$ cat src/logic/cfeg_pkg.sv
// Shared constants and types for the control-flag execution gating block
package cfeg_pkg;

	localparam int          XLEN            = 32;

	// System control register fields
	localparam int          SYS_PROT_MODE   = 0;
	localparam int          SYS_WAIT_WATCH  = 1;
	localparam int          SYS_NO_FPU      = 2;
	localparam int          SYS_CTX_STALE   = 3;
	localparam int          SYS_PAGING      = 31;

	// Paging base register fields
	localparam int          PB_WRITE_THRU   = 3;
	localparam int          PB_CACHE_OFF    = 4;

	// Extension enable register fields
	localparam int          EXT_V86         = 0;
	localparam int          EXT_PROT_VIF    = 1;
	localparam int          EXT_CYCLE_PRIV  = 2;
	localparam int          EXT_DBG_TRAP    = 3;
	localparam int          EXT_LARGE_PAGE  = 4;
	localparam int          EXT_WIDE_PHYS   = 5;
	localparam int          EXT_MCHK_ON     = 6;
	localparam int          EXT_GLOBAL_PG   = 7;
	localparam int          EXT_PERF_ANY    = 8;
	localparam int          EXT_FX_SUPPORT  = 9;
	localparam int          EXT_CTX_ID      = 17;

	// Implemented bits; all others read as zero and ignore writes
	localparam logic [31:0] SYS_WMASK       = 32'h8000_000F;
	localparam logic [31:0] PB_WMASK        = 32'hFFFF_F018;
	localparam logic [31:0] EXT_WMASK       = 32'h0002_03FF;

	localparam logic [31:0] SYS_RESET       = 32'h0000_0000;
	localparam logic [31:0] PB_RESET        = 32'h0000_0000;
	localparam logic [31:0] EXT_RESET       = 32'h0000_0000;

	// Control register selectors
	localparam logic [3:0]  SEL_SYS         = 4'h0;
	localparam logic [3:0]  SEL_PAGE        = 4'h3;
	localparam logic [3:0]  SEL_EXT         = 4'h4;

	localparam logic [1:0]  CPL_KERNEL      = 2'h0;

	typedef enum logic [3:0] {
		CLS_NONE,
		CLS_FPU,
		CLS_WAIT,
		CLS_FXSTATE,
		CLS_PACKED,
		CLS_STREAM,
		CLS_STREAM_EXEMPT,
		CLS_CYCLE_RD,
		CLS_PERF_RD,
		CLS_DBG_REF45,
		CLS_CLEAR_SW
	} cfeg_class_t;

	// Privileged work is allowed in real mode or at level 0
	function automatic logic privOk(input logic protMode, input logic [1:0] cpl);
		return !protMode || (cpl == CPL_KERNEL);
	endfunction

endpackage

$ cat src/logic/cfeg_control_flags.sv
// Control-flag register set and instruction gating unit
`timescale 1ns/100ps
module cfeg_control_flags (
	input  logic        clk,
	input  logic        rst,
	input  logic        issueValid,
	input  logic [3:0]  issueClass,
	input  logic [1:0]  issueCpl,
	input  logic        crReq,
	input  logic        crWrite,
	input  logic [3:0]  crSel,
	input  logic [31:0] crWdata,
	input  logic [1:0]  crCpl,
	input  logic        taskSwitch,
	input  logic        mcEvent,
	output logic        verdictValid_r,
	output logic        execOk_r,
	output logic        nmFault_r,
	output logic        udFault_r,
	output logic        gpFault_r,
	output logic        crDone_r,
	output logic        crGpFault_r,
	output logic [31:0] crRdata_r,
	output logic        tlbFlush_r,
	output logic        tlbKeepGlobal_r,
	output logic        mcExcept_r,
	output logic        protModeOn_r,
	output logic        pagingActive_r,
	output logic        walkCacheOff_r,
	output logic        walkWriteThru_r,
	output logic        v86Ext_r,
	output logic        protVirtIntr_r,
	output logic        largePages_r,
	output logic        widePhys_r,
	output logic        fxVectorState_r,
	output logic        dbgAlias_r
);
	logic [31:0] sysCtl_r,  sysCtl_nxt;
	logic [31:0] pageBase_r, pageBase_nxt;
	logic [31:0] extEn_r,   extEn_nxt;

	logic        decExec, decNm, decUd, decGp;
	logic        verdictValid_nxt, execOk_nxt, nmFault_nxt, udFault_nxt, gpFault_nxt;
	logic        crDone_nxt, crGpFault_nxt;
	logic [31:0] crRdata_nxt;
	logic        tlbFlush_nxt, tlbKeepGlobal_nxt, mcExcept_nxt;
	logic        protModeOn_nxt, pagingActive_nxt, walkCacheOff_nxt, walkWriteThru_nxt;
	logic        v86Ext_nxt, protVirtIntr_nxt, largePages_nxt, widePhys_nxt;
	logic        fxVectorState_nxt, dbgAlias_nxt;

	logic        pe;
	logic        crPriv;
	logic        crMapped;
	logic        badPaging;
	logic        crCommit;
	logic        clearOk;

	cfeg_gate_decode u_decode (
		.cls     (issueClass),
		.cpl     (issueCpl),
		.sysCtl  (sysCtl_r),
		.extEn   (extEn_r),
		.execOk  (decExec),
		.nmFault (decNm),
		.udFault (decUd),
		.gpFault (decGp)
	);

	assign pe        = sysCtl_r[cfeg_pkg::SYS_PROT_MODE];
	assign crPriv    = cfeg_pkg::privOk(pe, crCpl);
	assign crMapped  = (crSel == cfeg_pkg::SEL_SYS) || (crSel == cfeg_pkg::SEL_PAGE)
		|| (crSel == cfeg_pkg::SEL_EXT);
	assign badPaging = crWrite && (crSel == cfeg_pkg::SEL_SYS)
		&& crWdata[cfeg_pkg::SYS_PAGING] && !crWdata[cfeg_pkg::SYS_PROT_MODE];
	// Nothing is committed unless the access itself is clean
	assign crCommit  = crReq && crWrite && crPriv && crMapped && !badPaging;
	assign clearOk   = issueValid && (issueClass == cfeg_pkg::CLS_CLEAR_SW) && decExec;

	// Architectural control registers
	always_comb begin
		sysCtl_nxt   = sysCtl_r;
		pageBase_nxt = pageBase_r;
		extEn_nxt    = extEn_r;
		if (crCommit) begin
			case (crSel)
				cfeg_pkg::SEL_SYS:  sysCtl_nxt   = crWdata & cfeg_pkg::SYS_WMASK;
				cfeg_pkg::SEL_PAGE: pageBase_nxt = crWdata & cfeg_pkg::PB_WMASK;
				cfeg_pkg::SEL_EXT:  extEn_nxt    = crWdata & cfeg_pkg::EXT_WMASK;
				default: ;
			endcase
		end
		if (clearOk)
			sysCtl_nxt[cfeg_pkg::SYS_CTX_STALE] = 1'b0;
		// Set wins over any clear in the same cycle
		if (taskSwitch)
			sysCtl_nxt[cfeg_pkg::SYS_CTX_STALE] = 1'b1;
	end

	always_ff @(posedge clk) begin
		if (rst) begin
			sysCtl_r   <= cfeg_pkg::SYS_RESET;
			pageBase_r <= cfeg_pkg::PB_RESET;
			extEn_r    <= cfeg_pkg::EXT_RESET;
		end else begin
			sysCtl_r   <= sysCtl_nxt;
			pageBase_r <= pageBase_nxt;
			extEn_r    <= extEn_nxt;
		end
	end

	// Verdicts, register answers and events
	always_comb begin
		verdictValid_nxt  = issueValid;
		execOk_nxt        = issueValid && decExec;
		nmFault_nxt       = issueValid && decNm;
		udFault_nxt       = issueValid && decUd;
		gpFault_nxt       = issueValid && decGp;
		crDone_nxt        = crReq;
		crGpFault_nxt     = crReq && !(crPriv && crMapped && !badPaging);
		crRdata_nxt       = 32'h0000_0000;
		if (crReq && !crWrite && crPriv) begin
			case (crSel)
				cfeg_pkg::SEL_SYS:  crRdata_nxt = sysCtl_r;
				cfeg_pkg::SEL_PAGE: crRdata_nxt = pageBase_r;
				cfeg_pkg::SEL_EXT:  crRdata_nxt = extEn_r;
				default:            crRdata_nxt = 32'h0000_0000;
			endcase
		end
		tlbFlush_nxt      = taskSwitch || (crCommit && crSel == cfeg_pkg::SEL_PAGE);
		tlbKeepGlobal_nxt = extEn_r[cfeg_pkg::EXT_GLOBAL_PG];
		mcExcept_nxt      = mcEvent && extEn_r[cfeg_pkg::EXT_MCHK_ON];
	end

	// Decoded mode flags, one cycle behind the registers
	always_comb begin
		protModeOn_nxt    = pe;
		pagingActive_nxt  = pe && sysCtl_r[cfeg_pkg::SYS_PAGING];
		walkCacheOff_nxt  = pagingActive_nxt && !extEn_r[cfeg_pkg::EXT_WIDE_PHYS]
			&& !extEn_r[cfeg_pkg::EXT_CTX_ID] && pageBase_r[cfeg_pkg::PB_CACHE_OFF];
		walkWriteThru_nxt = pagingActive_nxt && !extEn_r[cfeg_pkg::EXT_WIDE_PHYS]
			&& !extEn_r[cfeg_pkg::EXT_CTX_ID] && pageBase_r[cfeg_pkg::PB_WRITE_THRU];
		v86Ext_nxt        = extEn_r[cfeg_pkg::EXT_V86];
		protVirtIntr_nxt  = pe && extEn_r[cfeg_pkg::EXT_PROT_VIF];
		largePages_nxt    = extEn_r[cfeg_pkg::EXT_LARGE_PAGE];
		widePhys_nxt      = extEn_r[cfeg_pkg::EXT_WIDE_PHYS];
		fxVectorState_nxt = extEn_r[cfeg_pkg::EXT_FX_SUPPORT];
		dbgAlias_nxt      = !extEn_r[cfeg_pkg::EXT_DBG_TRAP];
	end

	always_ff @(posedge clk) begin
		if (rst) begin
			verdictValid_r  <= 1'b0;
			execOk_r        <= 1'b0;
			nmFault_r       <= 1'b0;
			udFault_r       <= 1'b0;
			gpFault_r       <= 1'b0;
			crDone_r        <= 1'b0;
			crGpFault_r     <= 1'b0;
			crRdata_r       <= 32'h0000_0000;
			tlbFlush_r      <= 1'b0;
			tlbKeepGlobal_r <= 1'b0;
			mcExcept_r      <= 1'b0;
			protModeOn_r    <= 1'b0;
			pagingActive_r  <= 1'b0;
			walkCacheOff_r  <= 1'b0;
			walkWriteThru_r <= 1'b0;
			v86Ext_r        <= 1'b0;
			protVirtIntr_r  <= 1'b0;
			largePages_r    <= 1'b0;
			widePhys_r      <= 1'b0;
			fxVectorState_r <= 1'b0;
			dbgAlias_r      <= 1'b1;
		end else begin
			verdictValid_r  <= verdictValid_nxt;
			execOk_r        <= execOk_nxt;
			nmFault_r       <= nmFault_nxt;
			udFault_r       <= udFault_nxt;
			gpFault_r       <= gpFault_nxt;
			crDone_r        <= crDone_nxt;
			crGpFault_r     <= crGpFault_nxt;
			crRdata_r       <= crRdata_nxt;
			tlbFlush_r      <= tlbFlush_nxt;
			tlbKeepGlobal_r <= tlbKeepGlobal_nxt;
			mcExcept_r      <= mcExcept_nxt;
			protModeOn_r    <= protModeOn_nxt;
			pagingActive_r  <= pagingActive_nxt;
			walkCacheOff_r  <= walkCacheOff_nxt;
			walkWriteThru_r <= walkWriteThru_nxt;
			v86Ext_r        <= v86Ext_nxt;
			protVirtIntr_r  <= protVirtIntr_nxt;
			largePages_r    <= largePages_nxt;
			widePhys_r      <= widePhys_nxt;
			fxVectorState_r <= fxVectorState_nxt;
			dbgAlias_r      <= dbgAlias_nxt;
		end
	end
endmodule // cfeg_control_flags

$ cat src/logic/cfeg_gate_decode.sv
// Combinational verdict for one instruction class against current flags
`timescale 1ns/100ps
module cfeg_gate_decode (
	input  logic [3:0]  cls,
	input  logic [1:0]  cpl,
	input  logic [31:0] sysCtl,
	input  logic [31:0] extEn,
	output logic        execOk,
	output logic        nmFault,
	output logic        udFault,
	output logic        gpFault
);
	logic pe;
	logic noFpu;
	logic stale;
	logic waitWatch;

	assign pe        = sysCtl[cfeg_pkg::SYS_PROT_MODE];
	assign noFpu     = sysCtl[cfeg_pkg::SYS_NO_FPU];
	assign stale     = sysCtl[cfeg_pkg::SYS_CTX_STALE];
	assign waitWatch = sysCtl[cfeg_pkg::SYS_WAIT_WATCH];

	// Invalid opcode outranks unavailable device
	always_comb begin
		nmFault = 1'b0;
		udFault = 1'b0;
		gpFault = 1'b0;
		case (cls)
			cfeg_pkg::CLS_FPU,
			cfeg_pkg::CLS_FXSTATE: nmFault = noFpu || stale;
			cfeg_pkg::CLS_WAIT: nmFault = waitWatch && stale;
			cfeg_pkg::CLS_PACKED: begin
				udFault = noFpu;
				nmFault = !noFpu && stale;
			end
			cfeg_pkg::CLS_STREAM: begin
				udFault = noFpu || !extEn[cfeg_pkg::EXT_FX_SUPPORT];
				nmFault = !udFault && stale;
			end
			cfeg_pkg::CLS_STREAM_EXEMPT: ;
			cfeg_pkg::CLS_CYCLE_RD:
				gpFault = extEn[cfeg_pkg::EXT_CYCLE_PRIV] && !cfeg_pkg::privOk(pe, cpl);
			cfeg_pkg::CLS_PERF_RD:
				gpFault = !extEn[cfeg_pkg::EXT_PERF_ANY] && !cfeg_pkg::privOk(pe, cpl);
			cfeg_pkg::CLS_DBG_REF45: begin
				gpFault = !cfeg_pkg::privOk(pe, cpl);
				udFault = !gpFault && extEn[cfeg_pkg::EXT_DBG_TRAP];
			end
			cfeg_pkg::CLS_CLEAR_SW: gpFault = !cfeg_pkg::privOk(pe, cpl);
			default: ;
		endcase
		execOk = !(nmFault || udFault || gpFault);
	end

endmodule // cfeg_gate_decode

$ cat config.mk
export PLATFORM = sky130hd
export DESIGN_NAME = cfeg_control_flags
export DESIGN_NICKNAME = d
export VERILOG_FILES = /design/src/logic/cfeg_pkg.sv /design/src/logic/cfeg_control_flags.sv /design/src/logic/cfeg_gate_decode.sv
export SDC_FILE = /design/constraint.sdc
export NUM_CORES = 1
export LEC_CHECK = 0
export ABC_AREA = 0
export BUFFER_PORTS_ARGS = -buffer_cell sky130_fd_sc_hd__buf_4
export CAP_MARGIN = 5
export CORE_AREA = 2 2 83 85
export CTS_CLUSTER_SIZE = 16
export DETAILED_ROUTE_END_ITERATION = 12
export DIE_AREA = 0 0 85 87
export PLACE_DENSITY = 0.78
export SKIP_CTS_REPAIR_TIMING = 1
export SYNTH_ARGS = -nofsm -noshare
export SYNTH_HDL_FRONTEND = slang
export SYNTH_HIERARCHICAL = 1
export SYNTH_SLANG_ARGS = --single-unit
$ cat constraint.sdc
create_clock -name clk -period 1.8 [get_ports clk]
set_input_delay 0.18 -clock clk [delete_from_list [all_inputs] [get_ports clk]]
set_output_delay 0.18 -clock clk [all_outputs]
set_load 0.01 [all_outputs]
== Yosys cells after proc, flatten, opt, wreduce, memory -nomap -nowiden ==
Cells that the tools add are included.
Word-level totals
  register bits after elaboration: 90
  bits of input ports: 51
Operators by class
  equal/unequal tests: 11
  muxes and demuxes: 8
  bitwise operators: 1
  reduce and logical (&&, ||, !) cells: 67
Operator list (number)
  $pmux W32 S3: 1
  $logic_and A1 B1 Y1: 32
  $eq A4 B3 Y1 const B: 4
  $logic_not A1 Y1: 14
  $eq A4 B2 Y1 const B: 3
  $eq A4 B4 Y1 const B: 3
  $logic_or A1 B1 Y1: 9
  $mux W4: 2
  $reduce_and A2 Y1: 4
  $pmux W1 S3: 2
  $reduce_bool A3 Y1: 2
  $reduce_or A2 Y1: 3
  $eq A4 B1 Y1 const B: 1
  $logic_not A2 Y1: 2
  $logic_not A4 Y1: 1
  $pmux W1 S4: 1
  $mux W1: 2
  $not A1 Y1: 1

== Longest topological paths before layout ==
Gate-level depths: netlist of run 1.
  depth after elaboration: 11
  depth in mapped cells: 7
  gate-level depth less buffers: 7

== Modules after synthesis ==
The synthesis of run 1 kept the hierarchy.
By module, submodules not included
  cfeg_control_flags: times used 1, cells an instance 283, area each 3025.4 sq um, seq. area each 1761.7 sq um
  cfeg_gate_decode: times used 1, cells an instance 23, area each 161.4 sq um, seq. area each 0.0 sq um

== Worst setup path after synthesis of run 1 ==
OpenSTA, ideal clock, no wires.
  path kind: register to register
  from: register extEn_r[9]
  to: register sysCtl_r[3]
  library setup time: 0.137 ns
  arrival: 1.381 ns
  required time: 1.663 ns
  slack: 0.282 ns
  cell stages (with the launch flop): 8
  buffers on the path: 0
  clock period less this slack: 1.518 ns
  path through: dfxtp_1 > and2b_1 > nor3b_1 > o2111a_1 > nor4_2 > nand3_1 > o2111ai_1 > o311ai_1
Between the ends
  word-level cells in the longest chain between the ends: 11
RTL lines
  start, declared: RTL line cfeg_control_flags.sv:40  | logic [31:0] extEn_r, extEn_nxt;
  start signal, assigned: RTL line cfeg_control_flags.sv:103  | extEn_r <= cfeg_pkg::EXT_RESET;
  start signal, assigned: RTL line cfeg_control_flags.sv:107  | extEn_r <= extEn_nxt;
  $logic_not A1 Y1 (*): RTL line cfeg_gate_decode.sv:37  | udFault = noFpu || !extEn[cfeg_pkg::EXT_FX_SUPPORT];
  $logic_or A1 B1 Y1 (*): RTL line cfeg_gate_decode.sv:37
  $logic_not A1 Y1: RTL line cfeg_gate_decode.sv:38  | nmFault = !udFault && stale;
  $logic_and A1 B1 Y1: RTL line cfeg_gate_decode.sv:38
  $pmux W1 S4: RTL line cfeg_gate_decode.sv:28  | case (cls)
  $logic_or A1 B1 Y1 (*) (2 in series): RTL line cfeg_gate_decode.sv:52  | execOk = !(nmFault || udFault || gpFault);
  $logic_not A1 Y1 (*): RTL line cfeg_gate_decode.sv:52
  named net decExec: RTL line cfeg_control_flags.sv:42  | logic decExec, decNm, decUd, decGp;
  $logic_and A1 B1 Y1 (*): RTL line cfeg_control_flags.sv:77  | assign clearOk = issueValid && (issueClass == cfeg_pkg::CLS_CLEAR_SW) && decExec;
  $reduce_bool A3 Y1 (no line) or $mux W1 (tied branches)
  $reduce_and A2 Y1 (no line) or $mux W1 (tied branches)
  end signal, assigned: RTL line cfeg_control_flags.sv:101  | sysCtl_r <= cfeg_pkg::SYS_RESET;
  end signal, assigned: RTL line cfeg_control_flags.sv:105  | sysCtl_r <= sysCtl_nxt;
  end, declared: RTL line cfeg_control_flags.sv:38  | logic [31:0] sysCtl_r, sysCtl_nxt;
The timed path passes the listed nets; every way through them passes the cells marked *.
A chain may end at the register's enable or synchronous reset.

== Worst setup path in the final report of run 1 ==
Ends and elaborated chain as after synthesis.

==> qor.csv, run 1 <==
stage;metric;value;unit
outcome;outcome;finished, final reports clean;
grt;gr-usage-all-layers;0.184;
yosys;ys_ff_latch;88;
finish;drive_above_1_share;0.318;
clock_network;tritoncts;done;
setup_path;required;2.01;ns
floorplanning;die_width;85;µm
drt;wirelength;6760;µm
drt;drt-initial-drc-count;109;
clock_network;ctsRootBufferMaster;clkbuf_8;
setup_path;critPathKind;register to register;
clock_network;cts.reportedPaths.clkPinSlew;0.08;ns
yosys;synth_fa_ha_area_frac;0;
clock_network;htreeDepth;3;
placement;port_buffers;98;
yosys;synth_xor_xnor_area_share;0;
drt;vias;2452;
timing;rsz0062_at_grt;no;
setup_path;r2r_cells;7;
finish;nets;459;
timing;max_freq;589;MHz
grt;grt_max_degree;46;
grt;grt_pass1_vias;2275;
setup_path;reg2reg_to;sysCtl_r[3];
yosys;synth_compound_area_frac;0.0895;
placement;dp.cells;477;
grt;use_met2;0.293;
placement;placed_area;0.00399;mm²
yosys;synthTopCellsByArea;dfxtp_1, mux2i_1, and2_1, nor2_1, nor2b_1;
yosys;yosys-top-cells-count;dfxtp_1, nor2_1, and2_1;
floorplanning;die_h;87;µm
hold_path;hold_end;crDone_r;
yosys;yosysUniqueCellTypes;46;
setup_path;cp.arrival;1.91;ns
floorplanning;start_util;0.485;
placement;dpl.hpwl;4730;µm
timing;finalSetupViolations;0;
yosys;synth_top_family_by_area;simple AND/OR/NAND/NOR gates;
grt;grt-ovfl-total;0;
hold_path;holdPathStages;2;
drt;wl_per_cell;13.7;µm
grt;met1_usage;0.234;
timing;hold_viol;0;
yosys;seq_area_frac_synth;0.553;
clock_network;cts.path.max_buffers;2;
yosys;yosysTopAreaCellShare;0.553;
hold_path;hold_class;input pin to register;
yosys;syn-instance-count;306;
grt;grt_antenna_before_repair;0;
finish;fin_cells;492;
finish;syn_to_final_growth;31.6;%
timing;setup_tns;0;ns
clock_network;clock_latency;0.34;ns
timing;slew_violations;0;
finish;fin_area;0.00419;mm²
grt;grt_first_pass_wirelength;10600;µm
setup_path;r2r_start;extEn_r[9];
setup_path;crit_path_end_kind;register;
setup_path;path_max_fanout;4;
yosys;synth-simple-area-share;0.249;
drt;drt-pass1-iter-count;4;
timing;clock_skew;0.00495;ns
yosys;async_reset_ff_frac;0;
yosys;synth.most_common_cell;dfxtp_1;
timing;min_period;1.70;ns
floorplanning;pin_count;103;
yosys;yosysTopAreaCell;dfxtp_1;
setup_path;cp-start-kind;register;
power;leakage;1.74;nW
hold_path;hold_start;rst;
power;max-vdd-ir-drop;0.000552;V
floorplanning;row_count;30;
timing;tightest_slew;0.560;ns
clock_network;clock-sinks;88;
finish;n_antenna_cell;0;
floorplanning;die-area;0.00740;mm²
drt;drc;0;
placement;gp_congestion;0.865;
yosys;yosys_warnings;6;
yosys;syn_area_per_cell;10.4;µm²
floorplanning;design.core.area;0.00657;mm²
yosys;synth-main-ff-cell;dfxtp_1;
timing;fin_crit_sh;0.944;
yosys;synth_enable_flop_cells;0;
yosys;syn_area;0.00319;mm²
yosys;synthMuxAreaShare;0.0726;
grt;top_usage_layer;met2;
power;powerDensity;846;mW/mm²
clock_network;tritoncts.num_buffers;9;
job;cap_violations;0;
drt;via_per_inst;4.98;
grt;grt_use_met3;0.0540;
setup_path;r2r_slack;0.10;ns
power;p_total;3.55;mW
drt;final_antenna_net_count;0;
timing;slew_headroom;0.627;
[per-layer routing]
| layer | wire length, µm | up-vias |
|---|---|---|
| met1 | 3010 | 1109 |
| met5 | 0 | - |
| met2 | 3170 | 81 |
| met4 | 164 | 0 |
| li1 | - | 1246 |
| met3 | 416 | 16 |
[worst max-delay path, cell delays in order (launching register included)]
cell and delay, ns:
dfxtp_1 0.33, and2b_1 0.21, nor3b_1 0.05, o2111a_1 0.28, nor4_2 0.28, nand3_1 0.16, o2111ai_1 0.14, o311ai_1 0.12
[stage by stage]
stage | hold WS (ns) | worst slack [ns] | util
after floorplan | 0.267 | 0.282 | -
after global placement | 0.394 | 0.118 | 0.607
after detailed placement | 0.390 | 0.0750 | 0.607
after CTS | 0.0163 | 0.111 | 0.638
after global routing | 0.0209 | 0.00430 | 0.638
final | 0.0302 | 0.102 | 0.638
[how the worst max path moves through the flow]
stage / from / endpoint / slack (ns)
after floorplan: extEn_r[9] / sysCtl_r[3] / 0.28
after global placement: issueClass[2] / sysCtl_r[3] / 0.12
after detailed placement: issueClass[2] / sysCtl_r[3] / 0.07
after CTS: extEn_r[9] / sysCtl_r[3] / 0.11
after global routing: extEn_r[9] / sysCtl_r[3] / 0.004
final: extEn_r[9] / sysCtl_r[3] / 0.10
[state kept, by name, summed over array words and instances (netlist names), 5 cells and up]
name and count:
crRdata_r 30, extEn_r 11, pageBase_r 22, sysCtl_r 5
[placed cells by master, fill, tap and decap left out, types with 2 or more instances in the layout]
cell type	count
and3b_1	2
o21ai_0	9
conb_1	2
o2111ai_1	2
mux2i_1	22
inv_1	2
dfxtp_1	88
and2_1	31
nand2_1	17
nor3b_1	2
nor2b_1	13
nand4_1	2
a22oi_1	6
clkbuf_8	12
nor4_4	2
nand3_1	16
and3_1	3
nor2_1	36
a21oi_1	15
buf_4	104
clkinv_2	2
[final cells by class]
class	count	area [µm²]
clock buffer	12	165
timing repair buffer	105	801
multi-input combinational	202	1320
tap	80	100
clock inverter	3	40.0
inverter	2	7.51
sequential	88	1760
fill	546	2380
[where the power goes]
| part | leakage, nW | switching, mW | internal, mW |
|---|---|---|---|
| clock network | 0.108 | 0.623 | 0.743 |
| logic | 0.920 | 0.105 | 0.112 |
| registers | 0.710 | 0.00657 | 1.96 |
[cell families (layout without fill, tap and decap cells)]
logic type / Yosys count / in the layout
AOI/OAI and AO/OA: 41 / 41
buffers and inverters: 17 / 122
DFF: 88 / 88
muxes: 23 / 23
other: 1 / 2
and+or+nand+nor: 136 / 136
No activity file was read; power rests on OpenSTA's default activity.
==> run 2: changes to the inputs <==
--- a/config.mk
+++ b/config.mk
@@ -8,11 +8,11 @@
 export ABC_AREA = 0
 export BUFFER_PORTS_ARGS = -buffer_cell sky130_fd_sc_hd__buf_4
 export CAP_MARGIN = 5
-export CORE_AREA = 2 2 83 85
+export CORE_AREA = 2 2 80 82
 export CTS_CLUSTER_SIZE = 16
 export DETAILED_ROUTE_END_ITERATION = 12
-export DIE_AREA = 0 0 85 87
-export PLACE_DENSITY = 0.78
+export DIE_AREA = 0 0 82 84
+export PLACE_DENSITY = 0.83
 export SKIP_CTS_REPAIR_TIMING = 1
 export SYNTH_ARGS = -nofsm -noshare
 export SYNTH_HDL_FRONTEND = slang
==> constraint.sdc (replaced) <==
create_clock -name clk -period 2.1 [get_ports clk]
set_input_delay 0.21 -clock clk [delete_from_list [all_inputs] [get_ports clk]]
set_output_delay 0.21 -clock clk [all_outputs]
set_load 0.01 [all_outputs]
==> run 2 against run 1 <==
Net effect: sequential cell count is the same; largest power group unchanged; clock-buffer cell count fell by 1; core utilization grew 4.8 points.
==> qor.csv, run 2 (synthesized netlist as in run 1, its figures left out) <==
stage;metric;value;unit
outcome;outcome;finished, final reports clean;
floorplanning;die-area;0.00689;mm²
clock_network;tritoncts;done;
drt;wl_per_cell;14.1;µm
floorplanning;die_width;82;µm
grt;grt_first_pass_wirelength;11100;µm
setup_path;critPathKind;register to register;
finish;syn_to_final_growth;31.2;%
floorplanning;design.core.area;0.00610;mm²
finish;nets;459;
setup_path;cp-start-kind;register;
floorplanning;pin_count;103;
grt;grt_pass1_vias;2318;
drt;drt-initial-drc-count;136;
drt;drt-pass1-iter-count;4;
placement;dpl.hpwl;4960;µm
placement;dp_slack;0.351;ns
power;p_total;2.99;mW
finish;fin_area;0.00418;mm²
clock_network;cts.path.max_buffers;2;
timing;rsz0062_at_grt;no;
setup_path;crit_path_end_kind;register;
hold_path;hold_class;input pin to register;
grt;gr-usage-all-layers;0.210;
finish;largest_register_ffs;30;
placement;placed_area;0.00398;mm²
finish;regMostFlops;crRdata_r;
clock_network;tritoncts.num_buffers;9;
drt;wirelength;6910;µm
setup_path;cp.arrival;1.92;ns
timing;fin_crit_sh;0.814;
grt;grt_antenna_before_repair;0;
timing;max_freq;585;MHz
finish;layout_commonest_cell;buf_4;
timing;min_period;1.71;ns
setup_path;required;2.31;ns
drt;drc;0;
finish;n_antenna_cell;0;
timing;slew_violations;0;
drt;via_per_inst;5.10;
floorplanning;die_h;84;µm
drt;vias;2497;
clock_network;htreeDepth;3;
finish;multiInputGateArea;0.00132;mm²
finish;nFillCells;472;
timing;clock_skew;0.0106;ns
finish;layout_common_cells;buf_4, dfxtp_1, nor2_1;
drt;final_antenna_net_count;0;
timing;slew_headroom;0.651;
timing;setup_tns;0;ns
power;powerDensity;716;mW/mm²
job;cap_violations;0;
floorplanning;row_count;29;
floorplanning;start_util;0.523;
clock_network;cts.reportedPaths.clkPinSlew;0.08;ns
clock_network;clock_latency;0.34;ns
finish;regArea;0.00176;mm²
clock_network;clock-sinks;88;
timing;hold_viol;0;
power;max-vdd-ir-drop;0.000358;V
finish;drive_above_1_share;0.317;
timing;finalSetupViolations;0;
placement;port_buffers;98;
setup_path;path_max_fanout;4;
grt;grt_max_degree;34;
power;leakage;1.73;nW
grt;grt-ovfl-total;0;
clock_network;ctsRootBufferMaster;clkbuf_8;
timing;fin_ws;0.390;ns
placement;gp_congestion;0.824;
timing;tightest_slew;0.521;ns
finish;largestRegisters;crRdata_r: 30 flops, pageBase_r: 22 flops, extEn_r: 11 flops;
==> run 2: cell types whose count changed in the layout (fill, tap and decap cells not counted) <==
cell	delta
clkbuf_8	-2
clkbuf_1	+1
clkinv_4	+1
clkinvlp_4	+1
==> run 2: routing by layer <==
| metal | global-route usage | vias up | routed length [µm] |
|---|---|---|---|
| met5 | 0 | - | 0 |
| met4 | 0.0788 | 0 | 94 |
| met3 | 0.0325 | 8 | 414 |
| met2 | 0.350 | 86 | 3460 |
| met1 | 0.271 | 1160 | 2950 |
| li1 | - | 1243 | - |
==> run 2: worst max-delay path, stage by stage, from the launching register on <==
cell       delay [ns]
dfxtp_1          0.33
and2b_1          0.22
nor3b_1          0.05
o2111a_1         0.27
nor4_2           0.30
nand3_1          0.15
o2111ai_1        0.13
o311ai_1         0.11
==> run 2: cell type report <==
cell class	instances	area share
sequential	88	0.421
tap	77	0.0230
inverter	2	0.00180
clock inverter	5	0.0135
clock buffer	11	0.0338
multi-input combinational	202	0.315
timing repair buffer	105	0.192
==> run 2: power breakdown <==
| part | internal, mW | switching, mW | total (mW) |
|---|---|---|---|
| clock | 0.580 | 0.541 | 1.12 |
| sequential | 1.68 | 0.00576 | 1.68 |
| combinational | 0.0962 | 0.0903 | 0.187 |
==> run 2: metrics by stage <==
stage,hold WS [ns],utilization,instances
after floorplan,0.297,-,307
after global placement,0.434,0.654,474
after detailed placement,0.425,0.654,474
after CTS,0.0927,0.686,490
after global routing,0.103,0.686,490
final,0.0967,0.686,490
==> run 2: final timing paths <==
kind,startpoint,end,slack (ns),cells past startpoint
hold / removal,taskSwitch,tlbFlush_r,0.1,3
setup / recovery,extEn_r[9],sysCtl_r[3],0.39,7
setup reg to reg,extEn_r[9],sysCtl_r[3],0.39,7
hold reg to reg,extEn_r[3],dbgAlias_r,0.45,1
==> run 3: changes to the inputs <==
--- a/config.mk
+++ b/config.mk
@@ -8,11 +8,11 @@
 export ABC_AREA = 0
 export BUFFER_PORTS_ARGS = -buffer_cell sky130_fd_sc_hd__buf_4
 export CAP_MARGIN = 5
-export CORE_AREA = 2 2 80 82
+export CORE_AREA = 2 2 88 90
 export CTS_CLUSTER_SIZE = 16
 export DETAILED_ROUTE_END_ITERATION = 12
-export DIE_AREA = 0 0 82 84
-export PLACE_DENSITY = 0.83
+export DIE_AREA = 0 0 90 92
+export PLACE_DENSITY = 0.73
 export SKIP_CTS_REPAIR_TIMING = 1
 export SYNTH_ARGS = -nofsm -noshare
 export SYNTH_HDL_FRONTEND = slang
==> constraint.sdc (replaced) <==
create_clock -name clk -period 1.4 [get_ports clk]
set_input_delay 0.14 -clock clk [delete_from_list [all_inputs] [get_ports clk]]
set_output_delay 0.14 -clock clk [all_outputs]
set_load 0.01 [all_outputs]
==> run 3 against run 2 <==
Net effect: the flow now finishes with violations (setup timing); critical path depth stayed put; global-route usage is 3.0 points lower; routed wire length is 8.3% higher; sequential power is 50% higher; sequential cell count stayed put; setup slack worse by 0.57 ns; highest routed layer unchanged.
==> qor.csv, run 3 (synthesized netlist as in run 1, its figures left out) <==
stage;metric;value;unit
finish;fin_cells;539;
setup_path;path_max_fanout;2;
finish;largestRegisters;crRdata_r: 30 flops, pageBase_r: 22 flops, extEn_r: 11 flops;
floorplanning;start_util;0.428;
placement;dp.cells;517;
timing;rsz0062_at_grt;yes;
placement;port_buffers;98;
power;leakage;1.87;nW
setup_path;required;1.61;ns
drt;via_per_inst;4.81;
finish;n_antenna_cell;0;
drt;vias;2594;
setup_path;critPathKind;register to register;
clock_network;cts.path.max_buffers;2;
finish;nets;483;
setup_path;cp.arrival;1.79;ns
grt;grt_max_degree;29;
timing;hold_ws;0.0213;ns
clock_network;tritoncts.num_buffers;9;
clock_network;ctsRootBufferMaster;clkbuf_8;
timing;clock_skew;0.00765;ns
job;cap_violations;0;
grt;grt-ovfl-total;0;
drt;drt-initial-drc-count;80;
clock_network;clock-sinks;88;
hold_path;hold_class;input pin to register;
timing;min_period;1.58;ns
clock_network;htreeDepth;3;
clock_network;cts.reportedPaths.clkPinSlew;0.08;ns
placement;gp_congestion;0.818;
clock_network;tritoncts;done;
outcome;violations;setup timing;
timing;fin_ws;-0.185;ns
outcome;outcome;finished with violations;
placement;dpl.hpwl;5230;µm
timing;finalSetupViolations;23;
drt;final_antenna_net_count;0;
drt;wirelength;7490;µm
timing;slew_headroom;0.651;
floorplanning;die_width;90;µm
setup_path;cp-start-kind;register;
grt;grt_antenna_before_repair;0;
finish;layout_common_cells;buf_4, dfxtp_1, nor2_1;
drt;wl_per_cell;13.9;µm
finish;largest_register_ffs;30;
timing;max_freq;631;MHz
timing;setup_tns;-1.36;ns
clock_network;clock_latency;0.35;ns
power;powerDensity;1020;mW/mm²
finish;nFillCells;671;
timing;fin_crit_sh;1.13;
grt;gr-usage-all-layers;0.180;
floorplanning;row_count;32;
finish;layout_commonest_cell;buf_4;
floorplanning;die-area;0.00828;mm²
drt;drc;0;
grt;grt_first_pass_wirelength;11800;µm
floorplanning;die_h;92;µm
floorplanning;pin_count;103;
grt;grt_pass1_vias;2491;
timing;tightest_slew;0.521;ns
power;max-vdd-ir-drop;0.000468;V
floorplanning;design.core.area;0.00745;mm²
timing;slew_violations;0;
finish;regMostFlops;crRdata_r;
finish;drive_above_1_share;0.366;
setup_path;crit_path_end_kind;register;
timing;hold_viol;0;
finish;syn_to_final_growth;41.0;%
drt;drt-pass1-iter-count;4;
placement;dp_slack;-0.143;ns
run 3: changes by cell type in the layout (fill, tap and decap cells not counted), sizes merged:
cell         before  now
inv               2    3
clkinvlp          1    2
clkinv            3    2
buf             105  126
dlygate4sd3       0    1
clkbuf           11   12
run 3: metrics by stage:
step | cell area (µm²) | utilization | power (mW)
floorplan | 3200 | - | 2.70
global placement | 4170 | 0.560 | 2.89
detailed placement | 4170 | 0.560 | 2.90
CTS | 4380 | 0.588 | 4.64
global route | 4490 | 0.603 | 4.79
finish | 4490 | 0.603 | 4.60
run 3: per-layer routing:
metal	vias to the layer above	GRT usage	part of all wire
met2	88	0.302	0.48
li1	1292	-	-
met4	0	0.0705	0.016
met5	-	0	0
met3	10	0.0485	0.048
met1	1204	0.221	0.45
run 3: power by group:
part	internal [mW]	total [mW]	switching (mW)
Sequential	2.52	2.52	0.00684
Combinational	0.175	0.323	0.149
Clock	0.879	1.76	0.878
run 3: final timing paths:
| path | cells past startpoint | startpoint | endpoint | slack [ns] |
|---|---|---|---|---|
| worst max register to register | 7 | extEn_r[9] | sysCtl_r[3] | -0.18 |
| worst max-delay path | 7 | extEn_r[9] | sysCtl_r[3] | -0.18 |
| worst min-delay path | 3 | taskSwitch | tlbFlush_r | 0.02 |
| worst min register to register | 1 | pageBase_r[21] | crRdata_r[21] | 0.46 |
run 3: final cells by class:
type                       count  area, µm²  area share
clock inverter                 6       67.6      0.0150
multi-input combinational    202       1340       0.299
sequential                    88       1770       0.393
clock buffer                  10        138      0.0306
inverter                       2       7.51     0.00167
timing repair buffer         129       1040       0.232
tap                          102        128      0.0284
run 3: worst max-delay path, stage by stage, from the launching register on:
cell and delay, ns:
dfxtp_2 0.34, and2b_1 0.19, o21ai_1 0.12, o21ai_1 0.11, nor4_2 0.32, nand3_1 0.16
o2111ai_2 0.08, o311ai_1 0.13
